===== src/common/cfc_pkg.sv =====
// Constants, types and helpers shared by the filter count and interrupt enable block
package cfc_pkg;
    // Register byte offsets
    localparam logic [11:0] ADDR_FCNT = 12'h000;
    localparam logic [11:0] ADDR_INTE = 12'h004;
    localparam logic [11:0] ADDR_INTF = 12'h008;
    // Field widths and reset values
    localparam int          FCNT_W    = 5;
    localparam int          EID_W     = 18;
    localparam int          PAY_W     = 24;
    localparam logic [4:0]  FCNT_RST  = 5'h00;
    localparam logic [4:0]  FCNT_MAX  = 5'h11;
    localparam logic [7:0]  IRQ_RST   = 8'h00;
    localparam logic [7:0]  IRQ_MASK  = 8'hEF;
    // Event and enable bit positions
    localparam int          BIT_IVR   = 7;
    localparam int          BIT_WAK   = 6;
    localparam int          BIT_ERR   = 5;
    localparam int          BIT_FIFO  = 3;
    localparam int          BIT_RBOV  = 2;
    localparam int          BIT_RB    = 1;
    localparam int          BIT_TB    = 0;

    // Bus data phase kinds
    typedef enum logic [1:0] {
        CFC_IDLE,
        CFC_WRITE,
        CFC_READ
    } cfc_phase_e;

    // Payload stream bit k is data byte 1 bit 7 onward, descending
    function automatic logic [EID_W-1:0] cfc_stream(input logic [PAY_W-1:0] pay);
        logic [EID_W-1:0] s;
        s = '0;
        for (int k = 0; k < EID_W; k++) begin
            s[k] = pay[PAY_W-1-k];
        end
        return s;
    endfunction : cfc_stream

    // Which identifier bits take part for a given count; invalid counts compare none
    function automatic logic [EID_W-1:0] cfc_cmp_mask(input logic [FCNT_W-1:0] cnt);
        logic [EID_W-1:0] m;
        m = '0;
        if (cnt == FCNT_MAX) begin
            m = '1;
        end else if (cnt < FCNT_MAX) begin
            for (int k = 0; k < EID_W; k++) begin
                m[k] = (k < int'(cnt));
            end
        end
        return m;
    endfunction : cfc_cmp_mask
endpackage : cfc_pkg


===== src/common/cfc_flt_if.sv =====
// Interface carrying one acceptance comparison between the top and the comparator
`timescale 1ns/1ps
`default_nettype none
interface cfc_flt_if;
    logic                         req;
    logic [cfc_pkg::FCNT_W-1:0]   count;
    logic [cfc_pkg::EID_W-1:0]    extended_identifier;
    logic [cfc_pkg::PAY_W-1:0]    payload;
    logic                         valid;
    logic                         data_match;

    modport ctl (output req, output count, output extended_identifier, output payload,
                 input valid, input data_match);
    modport cmp (input req, input count, input extended_identifier, input payload,
                 output valid, output data_match);
endinterface : cfc_flt_if
`default_nettype wire


===== src/rtl/cfc_top.sv =====
// Filter data bit count and interrupt enable registers with AHB-Lite slave
//
// What this block does
// - Count zero compares no payload bits; identifier alone decides.
// - Count one compares data byte 1 bit 7 with identifier bit 0.
// - Count seventeen compares up to byte 3 bit 6 with identifier bit 17.
// - Enable bit 7 gates the invalid message event.
// - Enable bit 6 gates the bus wake-up activity event.
// - Enable bit 5 gates the error event.
// - Enable bit 3 gates the receive FIFO almost-full event.
// - Enable bit 2 gates the receive buffer overflow event.
// - Enable bit 1 gates receive buffer, bit 0 gates transmit buffer event.
// - Enable bits are read/write, reset to zero; one passes, zero blocks.
// - Unused bits of both registers read as zero.
//
// The AHB-Lite interface to the registers and the register addresses are this design's own decisions.
`timescale 1ns/1ps
`default_nettype none
module cfc_top (
    // Clock and reset
    input  wire logic         hclk,
    input  wire logic         hresetn,
    // AHB-Lite slave
    input  wire logic         hsel,
    input  wire logic [31:0]  haddr,
    input  wire logic [1:0]   htrans,
    input  wire logic         hwrite,
    input  wire logic [2:0]   hsize,
    input  wire logic [31:0]  hwdata,
    input  wire logic         hready,
    output logic      [31:0]  hrdata,
    output logic              hreadyout,
    output logic              hresp,
    // Controller events, one-cycle pulses
    input  wire logic [7:0]   event_pulse,
    // Acceptance comparison request
    input  wire logic         flt_req,
    input  wire logic [17:0]  flt_eid,
    input  wire logic [23:0]  flt_payload,
    // Acceptance comparison result
    output logic              flt_valid,
    output logic              flt_data_match,
    // Interrupt
    output logic              irq
);
    cfc_pkg::cfc_phase_e         phase_reg;
    cfc_pkg::cfc_phase_e         phase_next;
    logic [11:0]                 addr_reg;
    logic [cfc_pkg::FCNT_W-1:0]  fcnt_reg;
    logic [7:0]                  inte_reg;
    logic [7:0]                  intf;
    logic [7:0]                  clr_pulse;
    logic [31:0]                 rdata_next;
    logic                        accept;
    logic                        wr_fcnt;
    logic                        wr_inte;
    logic                        wr_intf;

    cfc_flt_if flt ();

    // Address phase taken on a selected non-idle transfer
    assign accept = hsel && htrans[1] && hready;

    // Data phase kind for the next cycle
    always_comb begin
        phase_next = cfc_pkg::CFC_IDLE;
        if (accept) begin
            phase_next = hwrite ? cfc_pkg::CFC_WRITE : cfc_pkg::CFC_READ;
        end
    end

    // Phase tracking
    always_ff @(posedge hclk or negedge hresetn) begin
        if (!hresetn) begin
            phase_reg <= cfc_pkg::CFC_IDLE;
        end else begin
            phase_reg <= phase_next;
        end
    end

    // Address held for the data phase
    always_ff @(posedge hclk or negedge hresetn) begin
        if (!hresetn) begin
            addr_reg <= 12'h000;
        end else if (accept) begin
            addr_reg <= haddr[11:0];
        end
    end

    // Write strobes during a write data phase
    assign wr_fcnt = (phase_reg == cfc_pkg::CFC_WRITE) && (addr_reg == cfc_pkg::ADDR_FCNT);
    assign wr_inte = (phase_reg == cfc_pkg::CFC_WRITE) && (addr_reg == cfc_pkg::ADDR_INTE);
    assign wr_intf = (phase_reg == cfc_pkg::CFC_WRITE) && (addr_reg == cfc_pkg::ADDR_INTF);

    // Filter data bit count; an out-of-range value is kept but compares no bits
    always_ff @(posedge hclk or negedge hresetn) begin
        if (!hresetn) begin
            fcnt_reg <= cfc_pkg::FCNT_RST;
        end else if (wr_fcnt) begin
            fcnt_reg <= hwdata[cfc_pkg::FCNT_W-1:0];
        end
    end

    // Interrupt enables, unused bits forced low
    always_ff @(posedge hclk or negedge hresetn) begin
        if (!hresetn) begin
            inte_reg <= cfc_pkg::IRQ_RST;
        end else if (wr_inte) begin
            inte_reg <= hwdata[7:0] & cfc_pkg::IRQ_MASK;
        end
    end

    // Writing a one clears the matching flag
    assign clr_pulse = wr_intf ? hwdata[7:0] : 8'h00;

    // Read data chosen from the address phase; unmapped reads return zero
    always_comb begin
        rdata_next = 32'h0000_0000;
        case (haddr[11:0])
            cfc_pkg::ADDR_FCNT: rdata_next = {27'h0000000, fcnt_reg};
            cfc_pkg::ADDR_INTE: rdata_next = {24'h000000, inte_reg};
            cfc_pkg::ADDR_INTF: rdata_next = {24'h000000, intf};
            default:            rdata_next = 32'h0000_0000;
        endcase
    end

    // Read data register
    always_ff @(posedge hclk or negedge hresetn) begin
        if (!hresetn) begin
            hrdata <= 32'h0000_0000;
        end else if (accept && !hwrite) begin
            hrdata <= rdata_next;
        end
    end

    // Zero wait state, always OKAY
    always_ff @(posedge hclk or negedge hresetn) begin
        if (!hresetn) begin
            hreadyout <= 1'b0;
            hresp     <= 1'b0;
        end else begin
            hreadyout <= 1'b1;
            hresp     <= 1'b0;
        end
    end

    // Comparison request toward the comparator
    assign flt.req     = flt_req;
    assign flt.count   = fcnt_reg;
    assign flt.extended_identifier     = flt_eid;
    assign flt.payload = flt_payload;
    assign flt_valid      = flt.valid;
    assign flt_data_match = flt.data_match;

    // Acceptance comparator
    cfc_flt_cmp u_cmp (
        .hclk    (hclk),
        .hresetn (hresetn),
        .flt     (flt.cmp)
    );

    // Event flags and interrupt gating
    cfc_irq_ctl u_irq (
        .hclk        (hclk),
        .hresetn     (hresetn),
        .event_pulse (event_pulse),
        .clr_pulse   (clr_pulse),
        .enable      (inte_reg),
        .flags       (intf),
        .irq         (irq)
    );
endmodule : cfc_top
`default_nettype wire


===== src/rtl/cfc_flt_cmp.sv =====
// Payload against extended identifier comparator for acceptance filtering
`timescale 1ns/1ps
`default_nettype none
module cfc_flt_cmp (
    // Clock and reset
    input  wire logic  hclk,
    input  wire logic  hresetn,
    // Comparison request and result
    cfc_flt_if.cmp     flt
);
    logic [cfc_pkg::EID_W-1:0] diff;

    // Masked mismatch between identifier and leading payload bits
    assign diff = (flt.extended_identifier ^ cfc_pkg::cfc_stream(flt.payload))
                  & cfc_pkg::cfc_cmp_mask(flt.count);

    // Match result stands until the next request; valid is high only in the cycle after each request
    always_ff @(posedge hclk or negedge hresetn) begin
        if (!hresetn) begin
            flt.valid      <= 1'b0;
            flt.data_match <= 1'b0;
        end else begin
            flt.valid <= flt.req;
            if (flt.req) begin
                flt.data_match <= (diff == '0);
            end
        end
    end
endmodule : cfc_flt_cmp
`default_nettype wire


===== src/rtl/cfc_irq_ctl.sv =====
// Sticky event flags, enable gating and the single interrupt output
`timescale 1ns/1ps
`default_nettype none
module cfc_irq_ctl (
    // Clock and reset
    input  wire logic        hclk,
    input  wire logic        hresetn,
    // Events, clears and enables
    input  wire logic [7:0]  event_pulse,
    input  wire logic [7:0]  clr_pulse,
    input  wire logic [7:0]  enable,
    // Flags and request
    output logic      [7:0]  flags,
    output logic             irq
);
    logic [7:0] flags_next;

    // A new event wins over a clear in the same cycle
    assign flags_next = ((flags & ~clr_pulse) | event_pulse) & cfc_pkg::IRQ_MASK;

    // Flag storage
    always_ff @(posedge hclk or negedge hresetn) begin
        if (!hresetn) begin
            flags <= cfc_pkg::IRQ_RST;
        end else begin
            flags <= flags_next;
        end
    end

    // Request while any enabled flag is set
    always_ff @(posedge hclk or negedge hresetn) begin
        if (!hresetn) begin
            irq <= 1'b0;
        end else begin
            irq <= |(flags & enable);
        end
    end
endmodule : cfc_irq_ctl
`default_nettype wire


===== config.mk =====
export PLATFORM = sky130hd
export DESIGN_NAME = cfc_top
export DESIGN_NICKNAME = d
export VERILOG_FILES = /design/src/common/cfc_pkg.sv /design/src/common/cfc_flt_if.sv /design/src/rtl/cfc_top.sv /design/src/rtl/cfc_flt_cmp.sv /design/src/rtl/cfc_irq_ctl.sv
export SDC_FILE = /design/constraint.sdc
export NUM_CORES = 1
export LEC_CHECK = 0
export ABC_AREA = 1
export BUFFER_PORTS_ARGS = -buffer_cell sky130_fd_sc_hd__buf_2
export CAP_MARGIN = 25
export CORE_UTILIZATION = 40
export DETAILED_ROUTE_END_ITERATION = 10
export PLACE_DENSITY = 0.89
export RECOVER_POWER = 50
export SLEW_MARGIN = 10
export SYNTH_ARGS = -nofsm -noshare
export SYNTH_HDL_FRONTEND = slang
export SYNTH_SLANG_ARGS = --single-unit

===== constraint.sdc =====
create_clock -name hclk -period 1.25 [get_ports hclk]
set_clock_uncertainty 0.05 [all_clocks]
set_input_delay 0.125 -clock hclk [delete_from_list [all_inputs] [get_ports hclk]]
set_output_delay 0.125 -clock hclk [all_outputs]
set_load 0.03 [all_outputs]

# [Word-level counts from Yosys, hierarchy flattened]
# Cells that the tools add are included.
[totals] in_bits=125 wordCells=58 reg_bits=69
[classes] bitwise_logic=6 n_mux=6 eq_ne=6 order_cmp=19 n_reduce_logical=11
[ops] operator="$lt A4 B5 Y1 const A" n=8
[ops] operator="$mux W18" n=2
[ops] operator="$eq A12 B3 Y1 const B" n=2
[ops] operator="$eq A12 B4 Y1 const B" n=2
[ops] operator="$logic_not A12 Y1" n=2
[ops] operator="$pmux W8 S3" n=1
[ops] operator="$lt A3 B5 Y1 const A" n=4
[ops] operator="$and A18 B18 Y18" n=1
[ops] operator="$logic_not A18 Y1" n=1
[ops] operator="$xor A18 B18 Y18" n=1
[ops] operator="$and A8 B8 Y8" n=2
[ops] operator="$lt A1 B5 Y1 const A" n=2
[ops] operator="$lt A2 B5 Y1 const A" n=2
[ops] operator="$lt A5 B5 Y1 const A" n=2
[ops] operator="$mux W8" n=1
[ops] operator="$not A8 Y8" n=1
[ops] operator="$or A8 B8 Y8" n=1
[ops] operator="$reduce_or A8 Y1" n=1
[ops] operator="$logic_and A1 B1 Y1" n=6
[ops] operator="$eq A5 B5 Y1 const B" n=1
[ops] operator="$lt A5 B5 Y1 const B" n=1
[ops] operator="$mux W2" n=2
[ops] operator="$eq A2 B1 Y1 const B" n=1
[ops] operator="$logic_not A1 Y1" n=1

# [Logic depth before layout (Yosys ltp)]
# Gate-level depths: netlist of run 1.
[depth] ltp_word=6 depth_mapped=10

# [Hierarchy]
# A second synthesis of run 1 with hierarchy kept.
[hier_totals] hier_cells=383 hier_area_um2=2837.7
[modules_own_cells] mod="cfc_top" n_inst=1 area_each_um2=1861.8 cells_each=210 seq_area_each_um2=875.8
[modules_own_cells] mod="cfc_flt_cmp" n_inst=1 area_each_um2=633.1 cells_each=135 seq_area_each_um2=50.0
[modules_own_cells] mod="cfc_irq_ctl" n_inst=1 area_each_um2=342.8 cells_each=38 seq_area_each_um2=200.2

# [Worst setup path before layout of run 1]
# No wires, ideal clock.
[synth_path] path_type="register to register" start="register fcnt_reg[2] in the netlist's numbering" end="register u_cmp.flt.data_match" path_stages_with_launch=10 arrival_ns=1.183 path_slack_ns=-0.104 required_ns=1.079 synth_period_minus_slack_ns=1.354 cell_sequence="dfrtp_1 buf_2 nor2_2 nand2_1 nor2_2 nand2_1 nand2_1 nor2_1 nand3_1 o21ai_1"
[synth_between] elab_chain_cells=5
[synth_lines] element="start, declared" line="cfc_top.sv:49" source="logic [cfc_pkg::FCNT_W-1:0] fcnt_reg;"
[synth_lines] element="start signal, assigned" line="cfc_top.sv:98" source="fcnt_reg <= cfc_pkg::FCNT_RST;"
[synth_lines] element="start signal, assigned" line="cfc_top.sv:100" source="fcnt_reg <= hwdata[cfc_pkg::FCNT_W-1:0];"
[synth_lines] element="$lt A1 B5 Y1, or another cell as far along" line="cfc_pkg.sv:49" source="m[k] = (k < int'(cnt));"
[synth_lines] element="$mux W18" line="cfc_pkg.sv:47" source="end else if (cnt < FCNT_MAX) begin"
[synth_lines] element="$mux W18 (*)" line="cfc_pkg.sv:45" source="if (cnt == FCNT_MAX) begin"
[synth_lines] element="$and A18 B18 Y18 (*)" line="cfc_flt_cmp.sv:15" source="& cfc_pkg::cfc_cmp_mask(flt.count);"
[synth_lines] element="$logic_not A18 Y1 (*)" line="cfc_flt_cmp.sv:25" source="flt.data_match <= (diff == '0);"
[synth_lines] element="end signal, assigned" line="cfc_flt_cmp.sv:25"
[synth_lines] element="end, declared" line="cfc_flt_if.sv:15" source="output valid, output data_match);"
# Mark *: on every way between the ends. The rest lies on a longest branch, timed or not.
# A chain may end at the register's enable or synchronous reset.

# [Final worst setup path of run 1]
[layout_path] start="register addr_reg[4]" end="register u_irq.flags[0]"
[layout_between] elab_chain_cells=6
[layout_lines] element="start, declared" line="cfc_top.sv:48" source="logic [11:0] addr_reg;"
[layout_lines] element="start signal, assigned" line="cfc_top.sv:86" source="addr_reg <= haddr[11:0];"
[layout_lines] element="$eq A12 B4 Y1" line="cfc_top.sv:93" source="assign wr_intf = (phase_reg == cfc_pkg::CFC_WRITE) && (addr_reg == cfc_pkg::ADDR_INTF);"
[layout_lines] element="$logic_and A1 B1 Y1" line="cfc_top.sv:93"
[layout_lines] element="$mux W8" line="cfc_top.sv:114" source="assign clr_pulse = wr_intf ? hwdata[7:0] : 8'h00;"
[layout_lines] element="$not A8 Y8" line="cfc_irq_ctl.sv:19" source="assign flags_next = ((flags & ~clr_pulse) | event_pulse) & cfc_pkg::IRQ_MASK;"
[layout_lines] element="$and A8 B8 Y8" line="cfc_irq_ctl.sv:19"
[layout_lines] element="$or A8 B8 Y8" line="cfc_irq_ctl.sv:19"
[layout_lines] element="via u_irq.flags_next[0]" line="cfc_irq_ctl.sv:16" source="logic [7:0] flags_next;"
[layout_lines] element="end signal, assigned" line="cfc_irq_ctl.sv:24" source="flags <= cfc_pkg::IRQ_RST;"
[layout_lines] element="end signal, assigned" line="cfc_irq_ctl.sv:26" source="flags <= flags_next;"
[layout_lines] element="end, declared" line="cfc_irq_ctl.sv:13" source="output logic [7:0] flags,"
# The timed path passes the listed nets, and every way through them passes these cells.

==> results.md, run 1 <==
* GR Overflow Total at 0
* Die Y at 85.33 µm
* DRC at 0
* Depth of the CTS H-tree at 2
* Worst path bufs/invs at 2
* Worst hold endpoint: fcnt_reg[4]
* Sequential standard cell area at 0.001126 mm²
* Critical path class: flop to flop
* Max cap viols at 0
* Detailed-route via count at 2720
* Cells along the critical path: nor2_1 > nand2_2 > buf_4 > nor2_4 > nand4_1 > buf_4 > o21ai_2 > nand2_1
* Register area share after synthesis at 0.4054
* Initial DRT Pass Iterations at 4
* Final hold slack at 4.596 ps
* Worst vdd ir at 0.0007298 V
* First-pass GRT wire length at 11370 µm
* Final setup violation count at 28
* Max Slew Vio Count at 0
* Final number of hold-violating endpoints at 0
* Synth Cell Area at 0.002778 mm²
* RSZ-0062 raised after global routing: true
* Number of diodes at 0
* Failing checks: negative setup slack
* Final period utilization at 1.197
* 1st-iter DRT viols at 88
* Seq cells post-synth at 45
* Grt met2 use at 0.3695
* Max Root-Sink Buffers at 2
* Fill count at 613
* Largest net degree at the start of global routing at 30
* Worst skew pair latency at 300 ps
* # nets final at 625
* DP HPWL at 5137 µm
* Area leader, netlist: dfrtp_1
* Sink Count at 45
* Worst path required time at 1400 ps
* Num CTS Buffers at 5
* Largest cells by area after synthesis: dfrtp_1 (41%), nand2_1 (15%), inv_1 (7.6%), buf_4 (7.0%), nand3_1 (5.0%)
* Worst path arrival time at 1650 ps
* Core area at 0.006756 mm²
* M3 GR Usage at 0.04377
* Initial antenna violation count at 0
* Total GRT Usage at 0.1973
* Crit end category: flop
* Synthesis-to-layout area growth at 33.20%
* Multi-input logic area at 0.001423 mm²
* Avg Inst Size Synth at 7.348 µm²
* Layout cells sized above 1 at 0.3114
* CTS tree: done
* Largest register FFs at 12
* Warnings from Yosys at 0
* Crit-path max cell delay at 390 ps
* Post-synth top area share at 0.4054
* CTS root buf: clkbuf_8
* R2r startpoint: addr_reg[4]
* P_leak at 2.135 nW
* Max FO, Critical Path at 2
* Final GP Congestion at 0.9395
* Min-delay src: hwdata[4]
* Hold WC Path Type: primary input to flop
* WHS Path Cells at 3
* Most Crowded Layer GR: met2
* Met1 Use GR at 0.2173
* Pwr dens at 941.4 mW/mm²
* Distinct cells, synth at 33
* RR Endpoint: u_irq.flags[0]
* Crit path top cell by count: buf_4
* Die area at 0.007281 mm²
* Min Tclk post-route at 1496 ps
* Routed Antenna Nets at 0
* Outcome: complete, but fails checks
* WL/cell at 11.92 µm
* Die W at 85.33 µm
* CP top delay family: simple AND/OR/NAND/NOR gates
* Setup crit start kind: flop
* PnR worst setup slack at -246.4 ps
* Mapped Cells at 378
* Vias per cell at 4.682
* Num rows at 30
* I/O pins at 162
* I/O Buffers at 81
* Number of global-route vias before repair at 2679
* Clock transition at the registers of the reported paths at 90 ps
* Max Fclk at 668.3 MHz
* Routed wire length at 6924 µm
* Reg2reg path depth at 8
* Initial core utilization at 0.4111
* Reg2reg setup slack at -250 ps
* Dpl ws at -264.7 ps
* CP max stage cell: dfrtp_1
==> tightest hold or removal path: stages <==
cell	delay, ps
buf_2	90
inv_1	50
o21ai_1	60
==> cell type report <==
| cell class | instances | share of cell area |
|---|---|---|
| multi-input cells | 268 | 0.3845 |
| flip-flops and latches | 45 | 0.3044 |
| repair buffers | 121 | 0.1999 |
| inverters | 59 | 0.05986 |
| well taps | 80 | 0.02705 |
| clock buffers | 5 | 0.01860 |
| clock inverters | 3 | 0.005749 |
==> cells in the final DEF (no fill, tap or decap), types with 5 or more instances in the layout <==
master         instances
nand2_1              106
buf_2                 78
inv_1                 55
dfrtp_1               45
nand3_1               27
conb_1                26
buf_4                 26
o21ai_0               22
o21ai_1               13
dlygate4sd3_1         10
nor2_1                 9
nor2_4                 8
nand2_2                7
nor2_2                 6
xnor2_1                6
o21bai_1               5
clkbuf_8               5
==> cells in the mapped netlist <==
library cell  count
xnor2_1           6
nor3_4            2
xor2_1            4
a21oi_2           1
o21ai_1          11
buf_2             3
nand3b_1          1
nand2_2           1
or2_1             1
nand2_1         113
inv_1            56
o21ai_2           1
a21o_1            1
nor3b_4           1
nand4_2           3
dfrtp_1          45
o21ai_0          26
a221oi_1          1
nand4_1           2
clkbuf_1          2
nor4_2            1
nor2_1           18
o21bai_1          5
inv_2             3
o22ai_1           1
nor2_4            1
nor3_1            3
nor2_2            4
o31ai_1           1
conb_1            2
o211ai_1          4
nand3_1          28
buf_4            26
==> per-layer routing <==
| metal | part of all wire | up-vias |
|---|---|---|
| met5 | 0 | - |
| met4 | 0.023 | 0 |
| met3 | 0.058 | 17 |
| met2 | 0.51 | 106 |
| met1 | 0.41 | 1221 |
| li1 | - | 1376 |
==> stage by stage <==
step                power, W  instances  TNS [ps]  area, µm²    util
floorplan           0.002186        402    -472.4       2887       -
global placement    0.002466        559     -2331       3383  0.5007
detailed placement  0.002498        559     -3798       3383  0.5007
CTS                 0.003471        578     -2734       3628  0.5370
global route        0.003693        581     -8194       3700  0.5476
finish              0.003483        581     -4897       3700  0.5476
==> repair_timing <==
| item | 4_1_cts | 5_1_grt |
|---|---|---|
| hold endpoints to repair | 25 | 0 |
| hold buffers | 10 | 0 |
| cloned | 1 | 1 |
| setup endpoints to repair | 20 | 24 |
| setup buffers | 1 | 2 |
| pin swaps | 12 | 14 |
| resized for setup | 17 | 21 |
==> power by group <==
part,switching (W),internal [W],leakage (nW),total (W)
clock,0.000522,0.000397,0.0445,0.000919
sequential,0.0000995,0.00156,0.502,0.00166
combinational,0.000527,0.000375,1.59,0.000902
total,0.00115,0.00233,2.13,0.00348
==> worst max path at each step <==
stage,cells after the start,end,startpoint
final,8,u_irq.flags[0],addr_reg[4]
after CTS,5,fcnt_reg[4],addr_reg[0]
after global placement,6,fcnt_reg[3],addr_reg[7]
after global routing,6,fcnt_reg[1],addr_reg[7]
after floorplan,6,fcnt_reg[0],addr_reg[7]
after detailed placement,6,fcnt_reg[3],addr_reg[1]
==> kinds of logic (layout without fill, tap and decap cells) <==
| group | count (synthesis) | after routing | share of synthesized area |
|---|---|---|---|
| flops | 45 | 45 | 0.4054 |
| buf+inv | 90 | 188 | 0.1581 |
| compound gates | 52 | 52 | 0.1081 |
| other cells | 2 | 26 | 0.002704 |
| xor+xnor | 10 | 10 | 0.03153 |
| simple gates | 179 | 180 | 0.2941 |
(Power assumes the default switching activity.)
==> run 2: changes to the inputs <==
--- a/config.mk
+++ b/config.mk
@@ -8,6 +8,7 @@
 export ABC_AREA = 1
 export BUFFER_PORTS_ARGS = -buffer_cell sky130_fd_sc_hd__buf_2
 export CAP_MARGIN = 25
+export CORE_ASPECT_RATIO = 1.5
 export CORE_UTILIZATION = 40
 export DETAILED_ROUTE_END_ITERATION = 10
 export PLACE_DENSITY = 0.89
==> constraint.sdc (replaced) <==
create_clock -name hclk -period 1.2 [get_ports hclk]
set_clock_uncertainty 0.05 [all_clocks]
set_input_delay 0.12 -clock hclk [delete_from_list [all_inputs] [get_ports hclk]]
set_output_delay 0.12 -clock hclk [all_outputs]
set_load 0.03 [all_outputs]
==> results.md, run 2 (synthesis gave the netlist of run 1 again) <==
* Outcome: complete, but fails checks
* Failing checks: negative hold slack, negative setup slack
* CTS root buf: clkbuf_8
* Dpl ws at -308.5 ps (-43.78 ps)
* Number of global-route vias before repair at 2659 (-0.75%)
* RSZ-0062 raised after global routing: true
* Core area at 0.006621 mm² (-2.0%)
* Hold WC Path Type: primary input to flop
* Synthesis-to-layout area growth at 31.94%
* Worst path required time at 1340 ps (-60 ps)
* Slew @ Worst Pin at 810.6 ps
* DRC at 0 (unchanged)
* Setup crit start kind: flop
* Number of diodes at 0 (unchanged)
* I/O pins at 162 (unchanged)
* Critical path class: flop to flop
* Depth of the CTS H-tree at 2 (unchanged)
* DP HPWL at 5146 µm (+0.18%)
* Initial antenna violation count at 0 (unchanged)
* Most common cell after layout, fill and taps aside: nand2_1
* Max cap viols at 0 (unchanged)
* Clock transition at the registers of the reported paths at 80 ps (about the same)
* Rel. slew slack at 0.4596
* Routed wire length at 6994 µm (+1.0%)
* Num CTS Buffers at 5 (unchanged)
* Num rows at 36 (+20%)
* Total GRT Usage at 0.1868 (-0.01052)
* Die Y at 104.1 µm (+22%)
* Fill count at 588 (-4.1%)
* Max Root-Sink Buffers at 2 (unchanged)
* Largest register FFs at 12 (unchanged)
* Final setup violation count at 20 (-29%)
* Die W at 70.04 µm (-18%)
* Worst path arrival time at 1660 ps (about the same)
* Worst vdd ir at 0.0007044 V (-3.5%)
* GR Overflow Total at 0 (unchanged)
* Max Fclk at 658.3 MHz (-1.5%)
* Vias per cell at 4.790 (+2.3%)
* Worst skew pair latency at 300 ps (about the same)
* Final hold slack at -5.728 ps (-10.32 ps)
* Routed Antenna Nets at 0 (unchanged)
* 1st-iter DRT viols at 109 (+24%)
* Crit end category: flop
* Pwr dens at 1046 mW/mm² (+11%)
* PnR worst setup slack at -319.2 ps (-72.74 ps)
* Initial DRT Pass Iterations at 4 (unchanged)
* WL/cell at 12.25 µm (+2.8%)
* I/O Buffers at 81 (unchanged)
* Final number of hold-violating endpoints at 1 (+1)
* Layout cells sized above 1 at 0.3051 (-0.006327)
* Detailed-route via count at 2735 (+0.55%)
* CTS tree: done
* P_leak at 2.118 nW (-0.81%)
* Max Slew Vio Count at 0 (unchanged)
* Final period utilization at 1.266 (+0.06883)
* Total negative slack at -4786 ps (+111.1 ps)
* Min Tclk post-route at 1519 ps (+22.73 ps)
* Commonest non-fill, non-tap cells in the layout: nand2_1 (109), buf_2 (79), inv_1 (54)
* Final GP Congestion at 0.8710 (-7.3%)
* First-pass GRT wire length at 11140 µm (-2.1%)
* Initial core utilization at 0.4195 (+0.008390)
* Largest net degree at the start of global routing at 31 (+3.3%)
* Sink Count at 45 (unchanged)
* Die area at 0.007288 mm² (about the same)
* Max FO, Critical Path at 7 (+5)
* # nets final at 619 (-0.96%)
run 2: cell types whose count changed in the layout (fill, tap and decap cells not counted), moves of 2 or more:
cell	before	now
nand2_1	106	109
nand2_2	7	5
nor2_2	6	4
buf_4	26	22
run 2: path summary, 6_finish.rpt:
| check | slack (ps) | cells after the start | startpoint | to |
|---|---|---|---|---|
| max in group asynchronous | 130 | 3 | hresetn | fcnt_reg[2] |
| min in group asynchronous | 220 | 2 | hresetn | hreadyout |
| worst max register to register | -320 | 8 | addr_reg[4] | u_irq.flags[0] |
| worst max-delay path | -320 | 8 | addr_reg[4] | u_irq.flags[0] |
| worst min register to register | 430 | 2 | hrdata[5] | hrdata[5] |
| worst min-delay path | -6 | 3 | hwrite | phase_reg[0] |
run 2: critical path, cell delays in order, from the launching register on:
cell and delay, ps:
dfrtp_1 390, nor2_2 120, nand2_2 80, buf_4 150, nor2_4 100, nand4_1 110, buf_6 190, o21ai_2 150
nand2_1 60
run 2: area by class of cell:
| class | count | area, µm² | area share |
|---|---|---|---|
| repair buffers | 115 | 685.7 | 0.1871 |
| flip-flops and latches | 45 | 1127 | 0.3076 |
| clock buffers | 7 | 86.33 | 0.02356 |
| well taps | 76 | 95.09 | 0.02595 |
| inverters | 59 | 221.5 | 0.06043 |
| multi-input cells | 268 | 1419 | 0.3872 |
| clock inverters | 1 | 30.03 | 0.008194 |
run 2: per-layer routing:
metal / vias to the layer above / global-route usage / wire length [µm]
met2: 113 / 0.3599 / 3825
met4: 0 / 0.06000 / 144
met3: 9 / 0.04070 / 411
met1: 1244 / 0.1947 / 2613
met5: - / 0 / 0
li1: 1369 / - / -
run 2: stage by stage:
step / total power [W] / hold WS, ps / util / instance area (µm²) / std cells
final: 0.003832 / -5.728 / 0.5535 / 3665 / 571
after global routing: 0.004026 / 14.18 / 0.5535 / 3665 / 571
after CTS: 0.003815 / 10.39 / 0.5427 / 3593 / 569
after detailed placement: 0.002589 / 16.00 / 0.5057 / 3348 / 551
after global placement: 0.002559 / 8.998 / 0.5057 / 3348 / 551
after floorplan: 0.002277 / -225.6 / - / 2887 / 402
run 2: what timing repair did:
| item | CTS | global route |
|---|---|---|
| gates resized for setup | 11 | 26 |
| setup endpoints to repair | 20 | 25 |
| hold endpoints to repair | 23 | 0 |
| buffers inserted | 0 | 1 |
| gates cloned | 1 | 1 |
| pin swaps | 6 | 6 |
| hold buffers | 9 | 0 |
run 2: power by group:
part	switching [W]	total [W]	internal, W	leakage, nW
combinational	0.000554	0.000923	0.000369	1.56
clock	0.000495	0.00117	0.000679	0.0585
sequential	0.000106	0.00173	0.00163	0.502
